File: config.mk
export PLATFORM = sky130hd
export DESIGN_NAME = asr_rx
export DESIGN_NICKNAME = d
export VERILOG_FILES = /design/src/rtl/asr_pkg.sv /design/src/rtl/asr_rx.sv
export SDC_FILE = /design/constraint.sdc
export NUM_CORES = 1
export LEC_CHECK = 0
export BUFFER_PORTS_ARGS = -buffer_cell sky130_fd_sc_hd__clkbuf_2
export CORE_MARGIN = 10
export CORE_UTILIZATION = 65
export CTS_BUF_LIST = sky130_fd_sc_hd__clkbuf_4 sky130_fd_sc_hd__clkbuf_8
export DETAILED_ROUTE_END_ITERATION = 10
export GPL_ROUTABILITY_DRIVEN = 0
export PLACE_DENSITY = 0.92
export SKIP_LAST_GASP = 1
export SLEW_MARGIN = 20
export SYNTH_ARGS = -nofsm -noshare
export SYNTH_HDL_FRONTEND = slang
export SYNTH_SLANG_ARGS = --single-unit
File: constraint.sdc
create_clock -name i_clk -period 6.2 [get_ports i_clk]
set_input_delay 0.31 -clock i_clk [delete_from_list [all_inputs] [get_ports i_clk]]
set_output_delay 0.31 -clock i_clk [all_outputs]
set_load 0.02 [all_outputs]
File: src/rtl/asr_pkg.sv
// Purpose: Shared constants and types for the async serial receiver
// Assumes: 50 MHz system clock, 8-bit low-speed divisor mode
// Notes: Register offsets are word indices on the plain register port
package asr_pkg;
	// ==========================================
	// Register map
	localparam logic [1:0] ASR_OFF_CTRL = 2'h0;
	localparam logic [1:0] ASR_OFF_STAT = 2'h1;
	localparam logic [1:0] ASR_OFF_DATA = 2'h2;
	localparam logic [1:0] ASR_OFF_BAUD = 2'h3;
	// Control field positions
	localparam int ASR_CTL_PORT_EN = 0;
	localparam int ASR_CTL_RCV_EN = 1;
	localparam int ASR_CTL_NINE = 2;
	localparam int ASR_CTL_ADDR_DET = 3;
	// Status field positions
	localparam int ASR_ST_FRAME_ERR = 0;
	localparam int ASR_ST_OVERRUN = 1;
	localparam int ASR_ST_NINTH = 2;
	localparam int ASR_ST_DATA_RDY = 3;
	// Reset values
	localparam logic [3:0] ASR_CTRL_RST = 4'h0;
	localparam logic [7:0] ASR_BAUD_RST = 8'h00;
	// Oversampling: bit time is 64 clocks times (divisor + 1)
	localparam int ASR_BAUD_MULT = 64;
	localparam int ASR_PRE_W = 6;
	localparam logic [5:0] ASR_PRE_LAST = 6'h3f;
	localparam logic [5:0] ASR_PRE_HALF = 6'h1f;
	localparam logic [3:0] ASR_NBITS8 = 4'h8;
	localparam logic [3:0] ASR_NBITS9 = 4'h9;
	localparam int ASR_FIFO_DEPTH = 2;

	typedef enum logic [1:0]
	{
		ASR_IDLE = 2'b00,
		ASR_START = 2'b01,
		ASR_DATA = 2'b11,
		ASR_STOP = 2'b10
	} asr_state_t;

	// One FIFO entry: data plus its own framing flag
	typedef struct packed
	{
		logic frame_err;
		logic [8:0] data;
	} asr_char_t;
endpackage

File: src/rtl/asr_rx.sv
// Purpose: Async serial receiver with two-deep FIFO, framing/overrun status, 9-bit and address detect
// Assumes: Software uses the plain register port; line idles high
// Notes: Bit time is 64 x (divisor + 1) system clocks, samples at mid bit
//
// Added by the designer: the plain strobed port and the register addresses.
`timescale 1ns/1ps
module asr_rx
	import asr_pkg::*;
#(
	parameter int DEPTH = ASR_FIFO_DEPTH
)
(
	input wire logic i_clk,
	input wire logic i_resetn,
	input wire logic [1:0] i_addr,
	input wire logic [8:0] i_wdata,
	input wire logic i_wr,
	input wire logic i_rd,
	input wire logic i_rx,
	output logic [8:0] o_rdata,
	output logic o_rcv_flag
);

	// ==========================================
	// Elaboration check
	// Slot indexing uses a single count bit, so only two entries fit
	if (DEPTH != ASR_FIFO_DEPTH)
	begin : g_bad_depth
		$error("asr_rx supports a two-entry FIFO only");
	end

	// ==========================================
	// Line synchroniser
	logic rx_s1_r;
	logic rx_s2_r;
	logic rx_s3_r;
	// Two stages before use; third stage only for edge detect
	always_ff @(posedge i_clk)
	begin
		if (!i_resetn)
		begin
			rx_s1_r <= 1'b1;
			rx_s2_r <= 1'b1;
			rx_s3_r <= 1'b1;
		end
		else
		begin
			rx_s1_r <= i_rx;
			rx_s2_r <= rx_s1_r;
			rx_s3_r <= rx_s2_r;
		end
	end

	// ==========================================
	// Control registers
	logic [3:0] ctrl_r;
	logic [3:0] ctrl_nxt;
	logic [7:0] baud_r;
	logic [7:0] baud_nxt;
	logic port_en;
	logic rcv_en;
	logic nine_sel;
	logic addr_det;
	// Enable bits decoded once so every user sees the same level
	assign port_en = ctrl_r[ASR_CTL_PORT_EN];
	assign rcv_en = ctrl_r[ASR_CTL_RCV_EN];
	assign nine_sel = ctrl_r[ASR_CTL_NINE];
	assign addr_det = ctrl_r[ASR_CTL_ADDR_DET];

	// Software writes to control and divisor
	always_comb
	begin
		ctrl_nxt = ctrl_r;
		baud_nxt = baud_r;
		if (i_wr && i_addr == ASR_OFF_CTRL)
			ctrl_nxt = i_wdata[3:0];
		if (i_wr && i_addr == ASR_OFF_BAUD)
			baud_nxt = i_wdata[7:0];
	end

	// Reset leaves the port disabled until software enables it
	always_ff @(posedge i_clk)
	begin
		if (!i_resetn)
		begin
			ctrl_r <= ASR_CTRL_RST;
			baud_r <= ASR_BAUD_RST;
		end
		else
		begin
			ctrl_r <= ctrl_nxt;
			baud_r <= baud_nxt;
		end
	end

	// ==========================================
	// Receive state machine
	asr_state_t st_r;
	asr_state_t st_nxt;
	logic [ASR_PRE_W-1:0] pre_r;
	logic [ASR_PRE_W-1:0] pre_nxt;
	logic [7:0] div_r;
	logic [7:0] div_nxt;
	logic [3:0] bit_r;
	logic [3:0] bit_nxt;
	logic [8:0] shift_r;
	logic [8:0] shift_nxt;
	logic done;
	logic done_frame_err;
	logic tick;
	logic [3:0] nbits;
	// A tick is one full bit time: 64 prescale steps times (divisor + 1)
	// Integer divisor only, so some rates carry a small error against the nominal baud
	assign tick = (pre_r == ASR_PRE_LAST) && (div_r == baud_r);
	assign nbits = nine_sel ? ASR_NBITS9 : ASR_NBITS8;

	// Receiver runs while the port and continuous receive are enabled
	always_comb
	begin
		st_nxt = st_r;
		pre_nxt = pre_r;
		div_nxt = div_r;
		bit_nxt = bit_r;
		shift_nxt = shift_r;
		done = 1'b0;
		done_frame_err = 1'b0;
		if (st_r != ASR_IDLE)
		begin
			if (pre_r == ASR_PRE_LAST)
			begin
				pre_nxt = '0;
				div_nxt = (div_r == baud_r) ? 8'h00 : div_r + 8'h01;
			end
			else
				pre_nxt = pre_r + 6'h01;
		end
		case (st_r)
			ASR_IDLE:
			begin
				// Start offset by half a bit so later ticks land mid bit
				if (port_en && rcv_en && rx_s3_r && !rx_s2_r)
				begin
					st_nxt = ASR_START;
					// Half a bit is 32 x (divisor + 1) clocks; odd divisors begin at a prescale turn end
					pre_nxt = baud_r[0] ? ASR_PRE_LAST : ASR_PRE_HALF;
					div_nxt = {1'b0, baud_r[7:1]};
				end
			end
			ASR_START:
			begin
				// Check start at its middle; a glitch returns to idle
				if (tick)
				begin
					if (rx_s2_r)
						st_nxt = ASR_IDLE;
					else
					begin
						st_nxt = ASR_DATA;
						bit_nxt = 4'h0;
					end
				end
			end
			ASR_DATA:
			begin
				if (tick)
				begin
					// LSB first; the ninth bit lands in the top position
					shift_nxt = nine_sel ? {rx_s2_r, shift_r[8:1]} : {1'b0, rx_s2_r, shift_r[7:1]};
					bit_nxt = bit_r + 4'h1;
					if (bit_r + 4'h1 == nbits)
						st_nxt = ASR_STOP;
				end
			end
			ASR_STOP:
			begin
				if (tick)
				begin
					// Stop sampled mid bit; low means framing error
					done = 1'b1;
					done_frame_err = !rx_s2_r;
					st_nxt = ASR_IDLE;
				end
			end
			default:
				st_nxt = ASR_IDLE;
		endcase
		if (!port_en || !rcv_en)
			st_nxt = ASR_IDLE;
	end

	// Receiver state only; the FIFO keeps its own registers below
	always_ff @(posedge i_clk)
	begin
		if (!i_resetn)
		begin
			st_r <= ASR_IDLE;
			pre_r <= '0;
			div_r <= 8'h00;
			bit_r <= 4'h0;
			shift_r <= 9'h000;
		end
		else
		begin
			st_r <= st_nxt;
			pre_r <= pre_nxt;
			div_r <= div_nxt;
			bit_r <= bit_nxt;
			shift_r <= shift_nxt;
		end
	end

	// ==========================================
	// Two-entry FIFO and error flags
	asr_char_t fifo_r [DEPTH];
	asr_char_t fifo_nxt [DEPTH];
	logic [1:0] cnt_r;
	logic [1:0] cnt_nxt;
	logic overrun_r;
	logic overrun_nxt;
	logic pop;
	logic push;
	logic keep;
	// A read of an empty FIFO is refused and leaves the count alone
	assign pop = i_rd && (i_addr == ASR_OFF_DATA) && (cnt_r != 2'h0);
	// In 9-bit mode, address detect drops characters with a clear ninth bit
	assign keep = !(addr_det && nine_sel && !shift_r[8]) && !overrun_r;
	assign push = done && keep;

	always_comb
	begin
		fifo_nxt = fifo_r;
		cnt_nxt = cnt_r;
		overrun_nxt = overrun_r;
		if (pop)
		begin
			fifo_nxt[0] = fifo_r[1];
			cnt_nxt = cnt_r - 2'h1;
		end
		if (push)
		begin
			// A pop in the same cycle frees a slot, so no overrun then
			if (cnt_nxt == 2'h2)
				overrun_nxt = 1'b1;
			else
			begin
				fifo_nxt[cnt_nxt[0]] = '{frame_err: done_frame_err, data: shift_r};
				cnt_nxt = cnt_nxt + 2'h1;
			end
		end
		// Only enable clears end an overrun; clearing receive keeps FIFO
		if (!rcv_en)
			overrun_nxt = 1'b0;
		if (!port_en)
		begin
			// Port disable empties the FIFO and clears overrun, framing flags included
			overrun_nxt = 1'b0;
			cnt_nxt = 2'h0;
			for (int k = 0; k < DEPTH; k++)
				fifo_nxt[k] = '0;
		end
	end

	always_ff @(posedge i_clk)
	begin
		if (!i_resetn)
		begin
			for (int k = 0; k < DEPTH; k++)
				fifo_r[k] <= '0;
			cnt_r <= 2'h0;
			overrun_r <= 1'b0;
		end
		else
		begin
			fifo_r <= fifo_nxt;
			cnt_r <= cnt_nxt;
			overrun_r <= overrun_nxt;
		end
	end

	// ==========================================
	// Read port and receive flag
	logic [8:0] rdata_nxt;
	logic rcv_flag_nxt;
	logic [8:0] stat_word;
	// Framing and ninth status bits reflect only the head entry; writes cannot touch it
	always_comb
	begin
		stat_word = 9'h000;
		stat_word[ASR_ST_FRAME_ERR] = (cnt_r != 2'h0) && fifo_r[0].frame_err;
		stat_word[ASR_ST_OVERRUN] = overrun_r;
		stat_word[ASR_ST_NINTH] = (cnt_r != 2'h0) && fifo_r[0].data[8];
		stat_word[ASR_ST_DATA_RDY] = (cnt_r != 2'h0);
	end

	always_comb
	begin
		rdata_nxt = 9'h000;
		if (i_rd)
		begin
			case (i_addr)
				ASR_OFF_CTRL: rdata_nxt = {5'h00, ctrl_r};
				ASR_OFF_STAT: rdata_nxt = stat_word;
				// An empty FIFO reads as zero rather than a stale entry
				ASR_OFF_DATA: rdata_nxt = (cnt_r != 2'h0) ? {1'b0, fifo_r[0].data[7:0]} : 9'h000;
				ASR_OFF_BAUD: rdata_nxt = {1'b0, baud_r};
				default: rdata_nxt = 9'h000;
			endcase
		end
		// Interrupt tracks data presence only, never framing errors
		rcv_flag_nxt = (cnt_nxt != 2'h0);
	end

	// Both outputs leave straight from flops
	always_ff @(posedge i_clk)
	begin
		if (!i_resetn)
		begin
			o_rdata <= 9'h000;
			o_rcv_flag <= 1'b0;
		end
		else
		begin
			o_rdata <= rdata_nxt;
			o_rcv_flag <= rcv_flag_nxt;
		end
	end

endmodule

==> run summary <==
Capture endpoint of the worst hold path: rx_s1_r. Once routing completed, OpenROAD measured the worst setup slack at 2.817 ns. The core region is 5473 µm². The worst-case clock buffer depth was 2; the largest fanout on the critical path was 20. The mean post-synth cell area came out at 8.878 µm². Hold repair after CTS inserted 0 buffers. The post-synthesis instance total was 408. For the max-slew violation total from the final report, the log shows 0. The worst setup path is of the flop to flop kind. The detailed router placed 3226 vias in this run. Derived from the worst setup path, the maximum achievable clock frequency is 295.6 MHz. In this run the static leakage power is 1.437 nW. The part of the power in the clock network is 0.434. Average vias per placed instance: 6.517. The total area of multi-input combinational cells came out at 1949 µm². The prevailing post-synth register cell is sky130_fd_sc_hd__dfxtp_1. The count of nets left with antenna violations after detail routing came out at 0. The die boundary width came out at 94.65 µm. The DRC violations left came out at 0.

In this run the number of H-tree levels came out at 3. The share of the cycle needed by the critical path after routing was 0.5456. The worst register-to-register path begins at cnt_r[0]. The area growth from synthesis to layout is 8.774%.

TritonCTS built the clock tree. Post-CTS repair changed the size of 0 cells. Type of destination of the critical path: a flop.

Once detailed placement completed, the half-perimeter wirelength came to 6.030 mm. At the worst endpoint, the required time is 6.41 ns. Counting instances, the worst hold path has a depth of 2. The via count of the first global-routing pass was 2940; the number of warnings reported in the yosys synthesis log was 0. In this run the worst hold path is classified as input pin to flop.

The number of top-level design ports came out at 26. For the setup clock skew after layout, the log shows 0.01033 ns. The root buffer cell chosen for the clock tree is sky130_fd_sc_hd__clkbuf_8.

For the remaining max-slew budget at the tightest pin, the log shows 0.2831. At the pin with the least slew margin, the transition time is 1.071 ns. Portion of total power attributed to combinational logic: 0.047. The fraction of registers with async set/reset was 0; the switching share of power was 0.2320.

Input and output buffers added on the ports amount to 23. Path depth of the worst reg2reg path: 10. The flow ran to the end, and the final reports show no timing, DRC or antenna violations. In this run, the number of DRC markers left after iteration 0 of detailed routing was 424.

Buffers inserted during clock tree synthesis total 9. Leaving out fill and tap cells, the most frequent cell in the layout is sky130_fd_sc_hd__dfxtp_1. The first TritonRoute pass finished after 5 iterations. The first global-routing pass estimated 14.67 mm of wire. In this run, synthesis inferred 0 flip-flops with an integrated enable.

At the worst endpoint, the arrival time is 3.59 ns. The cell area that synthesis handed to floorplanning was 3622 µm². The worst voltage drop across the vdd grid was 0.1494 mV.

After the last flow step, the layout net total stands at 440. Setup repair after global routing left no endpoint under its margin. After filler insertion, the fill cell instance count of the layout stands at 394. The final cell area excluding filler cells was 3940 µm²; the final-layout setup total negative slack was 0 ns. The switching component of the power is 0.2228 mW, and the post-route minimum period is 3.383 ns. The count of cells in the finished layout, fillers not included, comes to 495. The tools report the source of the worst hold timing path as i_rx.

The tools report the sequential area share after synthesis as 0.4200. The worst setup path is launched from a flop. The logs give 0 for the number of antenna violations at the first check in global routing and 0 for the hold violation total from the final report.

Counting flops and latches in the post-synthesis netlist gives 76. The number of placed instances, taps included, is 479. The number of library cell types mapped by synthesis came out at 60. In this run the register-to-register setup slack is 2.82 ns.

At the placement stage, the worst setup path has a slack of 2.921 ns. The clock reaches the later pin of the worst-skew pair after 0.36 ns. Entering global routing, the biggest net connects 30 pins.

The tool flagged a number of max-cap violations equal to 0. The antenna cell count came out at 0. Dividing the detail-routed wire length by the instance count gives 18.28 µm. The total track usage was 0.2055.

The run gives 0 as the setup-violating endpoint count in the final report. The logs give 0.519 for the sequential group share of total power and 27 for the number of standard-cell rows in the floorplan. After detailed placement, the total cell area comes to 3721 µm².

The initial cell density of the core is 0.6619, and the die span in y is 94.65 µm. The area enclosed by the die boundary is 8959 µm², and the synthesized net count is 430. In the layout the commonest cells are sky130_fd_sc_hd__dfxtp_1 (76), sky130_fd_sc_hd__nor2_1 (48), sky130_fd_sc_hd__mux2i_1 (31). The routed design has 9.048 mm of wire.

The power density over the cells was 243.7 nW/µm²; the register cell area after layout was 1521 µm². Internal power comes to 0.7376 mW. After clock tree synthesis, the setup repair step added 0 buffers. The aggregate global routing overflow is 0. The CTS sink count was 76. The share of cells above drive strength 1 was 0.1324. Clock-pin slew was measured on the worst setup and hold paths at 0.08 ns.
[critical path, stage by stage, from the launching register on]
cell and delay (ns):
sky130_fd_sc_hd__dfxtp_1 0.31, sky130_fd_sc_hd__inv_1 0.05, sky130_fd_sc_hd__ha_1 0.28, sky130_fd_sc_hd__and4bb_2 0.61, sky130_fd_sc_hd__xnor2_1 0.21, sky130_fd_sc_hd__inv_2 0.19, sky130_fd_sc_hd__ha_1 0.29, sky130_fd_sc_hd__nand3b_1 0.27
sky130_fd_sc_hd__or4_4 0.67, sky130_fd_sc_hd__o21ai_0 0.25, sky130_fd_sc_hd__a21oi_1 0.10
[power groups by stage]
stage               Sequential, mW  Clock [mW]  Combinational (mW)
floorplan                    0.507           0              0.0306
global placement             0.509           0              0.0421
detailed placement           0.509           0              0.0437
CTS                          0.498       0.419              0.0443
global route                 0.498       0.436              0.0489
finish                       0.498       0.417              0.0455
[cell type report]
cell class | count | share of cell area
multi-input combinational | 298 | 0.4948
timing repair buffer | 25 | 0.03303
clock inverter | 6 | 0.02223
tap | 72 | 0.02286
inverter | 8 | 0.007621
clock buffer | 10 | 0.03334
sequential | 76 | 0.3862
[layer usage]
| layer | wire, µm | GRT usage |
|---|---|---|
| met5 | 0 | 0 |
| met4 | 254 | 0.1010 |
| met3 | 751 | 0.03965 |
| met1 | 3797 | 0.2631 |
| met2 | 4244 | 0.3244 |
[kinds of logic after synthesis]
group	after synthesis	synth area share
buf+inv	34	0.04352
flops	76	0.4200
compound gates	89	0.1599
fa+ha+maj	6	0.02072
simple gates	155	0.2252
xor+xnor	13	0.03143
mux	34	0.09810
other cells	1	0.001035
[worst max-delay path by stage]
stage | from | to | slack (ns) | cells past startpoint
final | cnt_r[0] | flop | 2.82 | 10
after global routing | cnt_r[0] | fifo_r[18] | 2.57 | 10
after CTS | cnt_r[0] | flop | 2.88 | 10
after detailed placement | cnt_r[0] | flop | 2.92 | 10
after global placement | cnt_r[0] | flop | 3.03 | 10
after floorplan | cnt_r[0] | flop | 3.28 | 12
[per-stage QoR]
stage	power (mW)	utilization	hold slack [ns]
after floorplan	0.5379	-	0.3863
after global placement	0.5511	0.6799	0.3955
after detailed placement	0.5528	0.6799	0.4021
after CTS	0.9606	0.7199	0.1272
after global routing	0.9828	0.7199	0.1320
final	0.9604	0.7199	0.1274
[cell usage after synthesis (2+ instances only)]
cell                        n  area, µm²
sky130_fd_sc_hd__nor4_1     3      18.77
sky130_fd_sc_hd__and4_1     4      35.03
sky130_fd_sc_hd__and3_1     3      18.77
sky130_fd_sc_hd__a32oi_1    2      17.52
sky130_fd_sc_hd__or4_4      2      22.52
sky130_fd_sc_hd__nand2b_1   6      37.54
sky130_fd_sc_hd__nand3_1   21      105.1
sky130_fd_sc_hd__nor3_1    21      105.1
sky130_fd_sc_hd__buf_2      3      15.01
sky130_fd_sc_hd__buf_4      3      22.52
sky130_fd_sc_hd__inv_1      6      22.52
sky130_fd_sc_hd__a211oi_1  12      90.09
sky130_fd_sc_hd__ha_1       6      75.07
sky130_fd_sc_hd__dfxtp_1   76       1521
sky130_fd_sc_hd__a21oi_1   25      125.1
sky130_fd_sc_hd__a221oi_1   3      26.28
sky130_fd_sc_hd__a31oi_1    3      18.77
sky130_fd_sc_hd__a311oi_1   2      17.52
sky130_fd_sc_hd__inv_2      2      7.510
sky130_fd_sc_hd__a22oi_1    4      30.03
sky130_fd_sc_hd__nand4b_1   2      17.52
sky130_fd_sc_hd__o31a_1     2      17.52
sky130_fd_sc_hd__buf_6      2      22.52
sky130_fd_sc_hd__nor2_1    48      180.2
sky130_fd_sc_hd__mux2i_1   31      310.3
sky130_fd_sc_hd__and2_1     3      18.77
sky130_fd_sc_hd__o211ai_1   3      22.52
sky130_fd_sc_hd__o21ai_1    5      25.02
sky130_fd_sc_hd__clkbuf_1  18      67.56
sky130_fd_sc_hd__nand4_1    7      43.79
sky130_fd_sc_hd__nand2_1   20      75.07
sky130_fd_sc_hd__nor2b_1    3      18.77
sky130_fd_sc_hd__o31ai_1    2      15.01
sky130_fd_sc_hd__xnor2_1   12      105.1
sky130_fd_sc_hd__or3_1      2      12.51
sky130_fd_sc_hd__o21ai_0   16      80.08
sky130_fd_sc_hd__mux2_2     2      22.52
(Power assumes the default switching activity.)
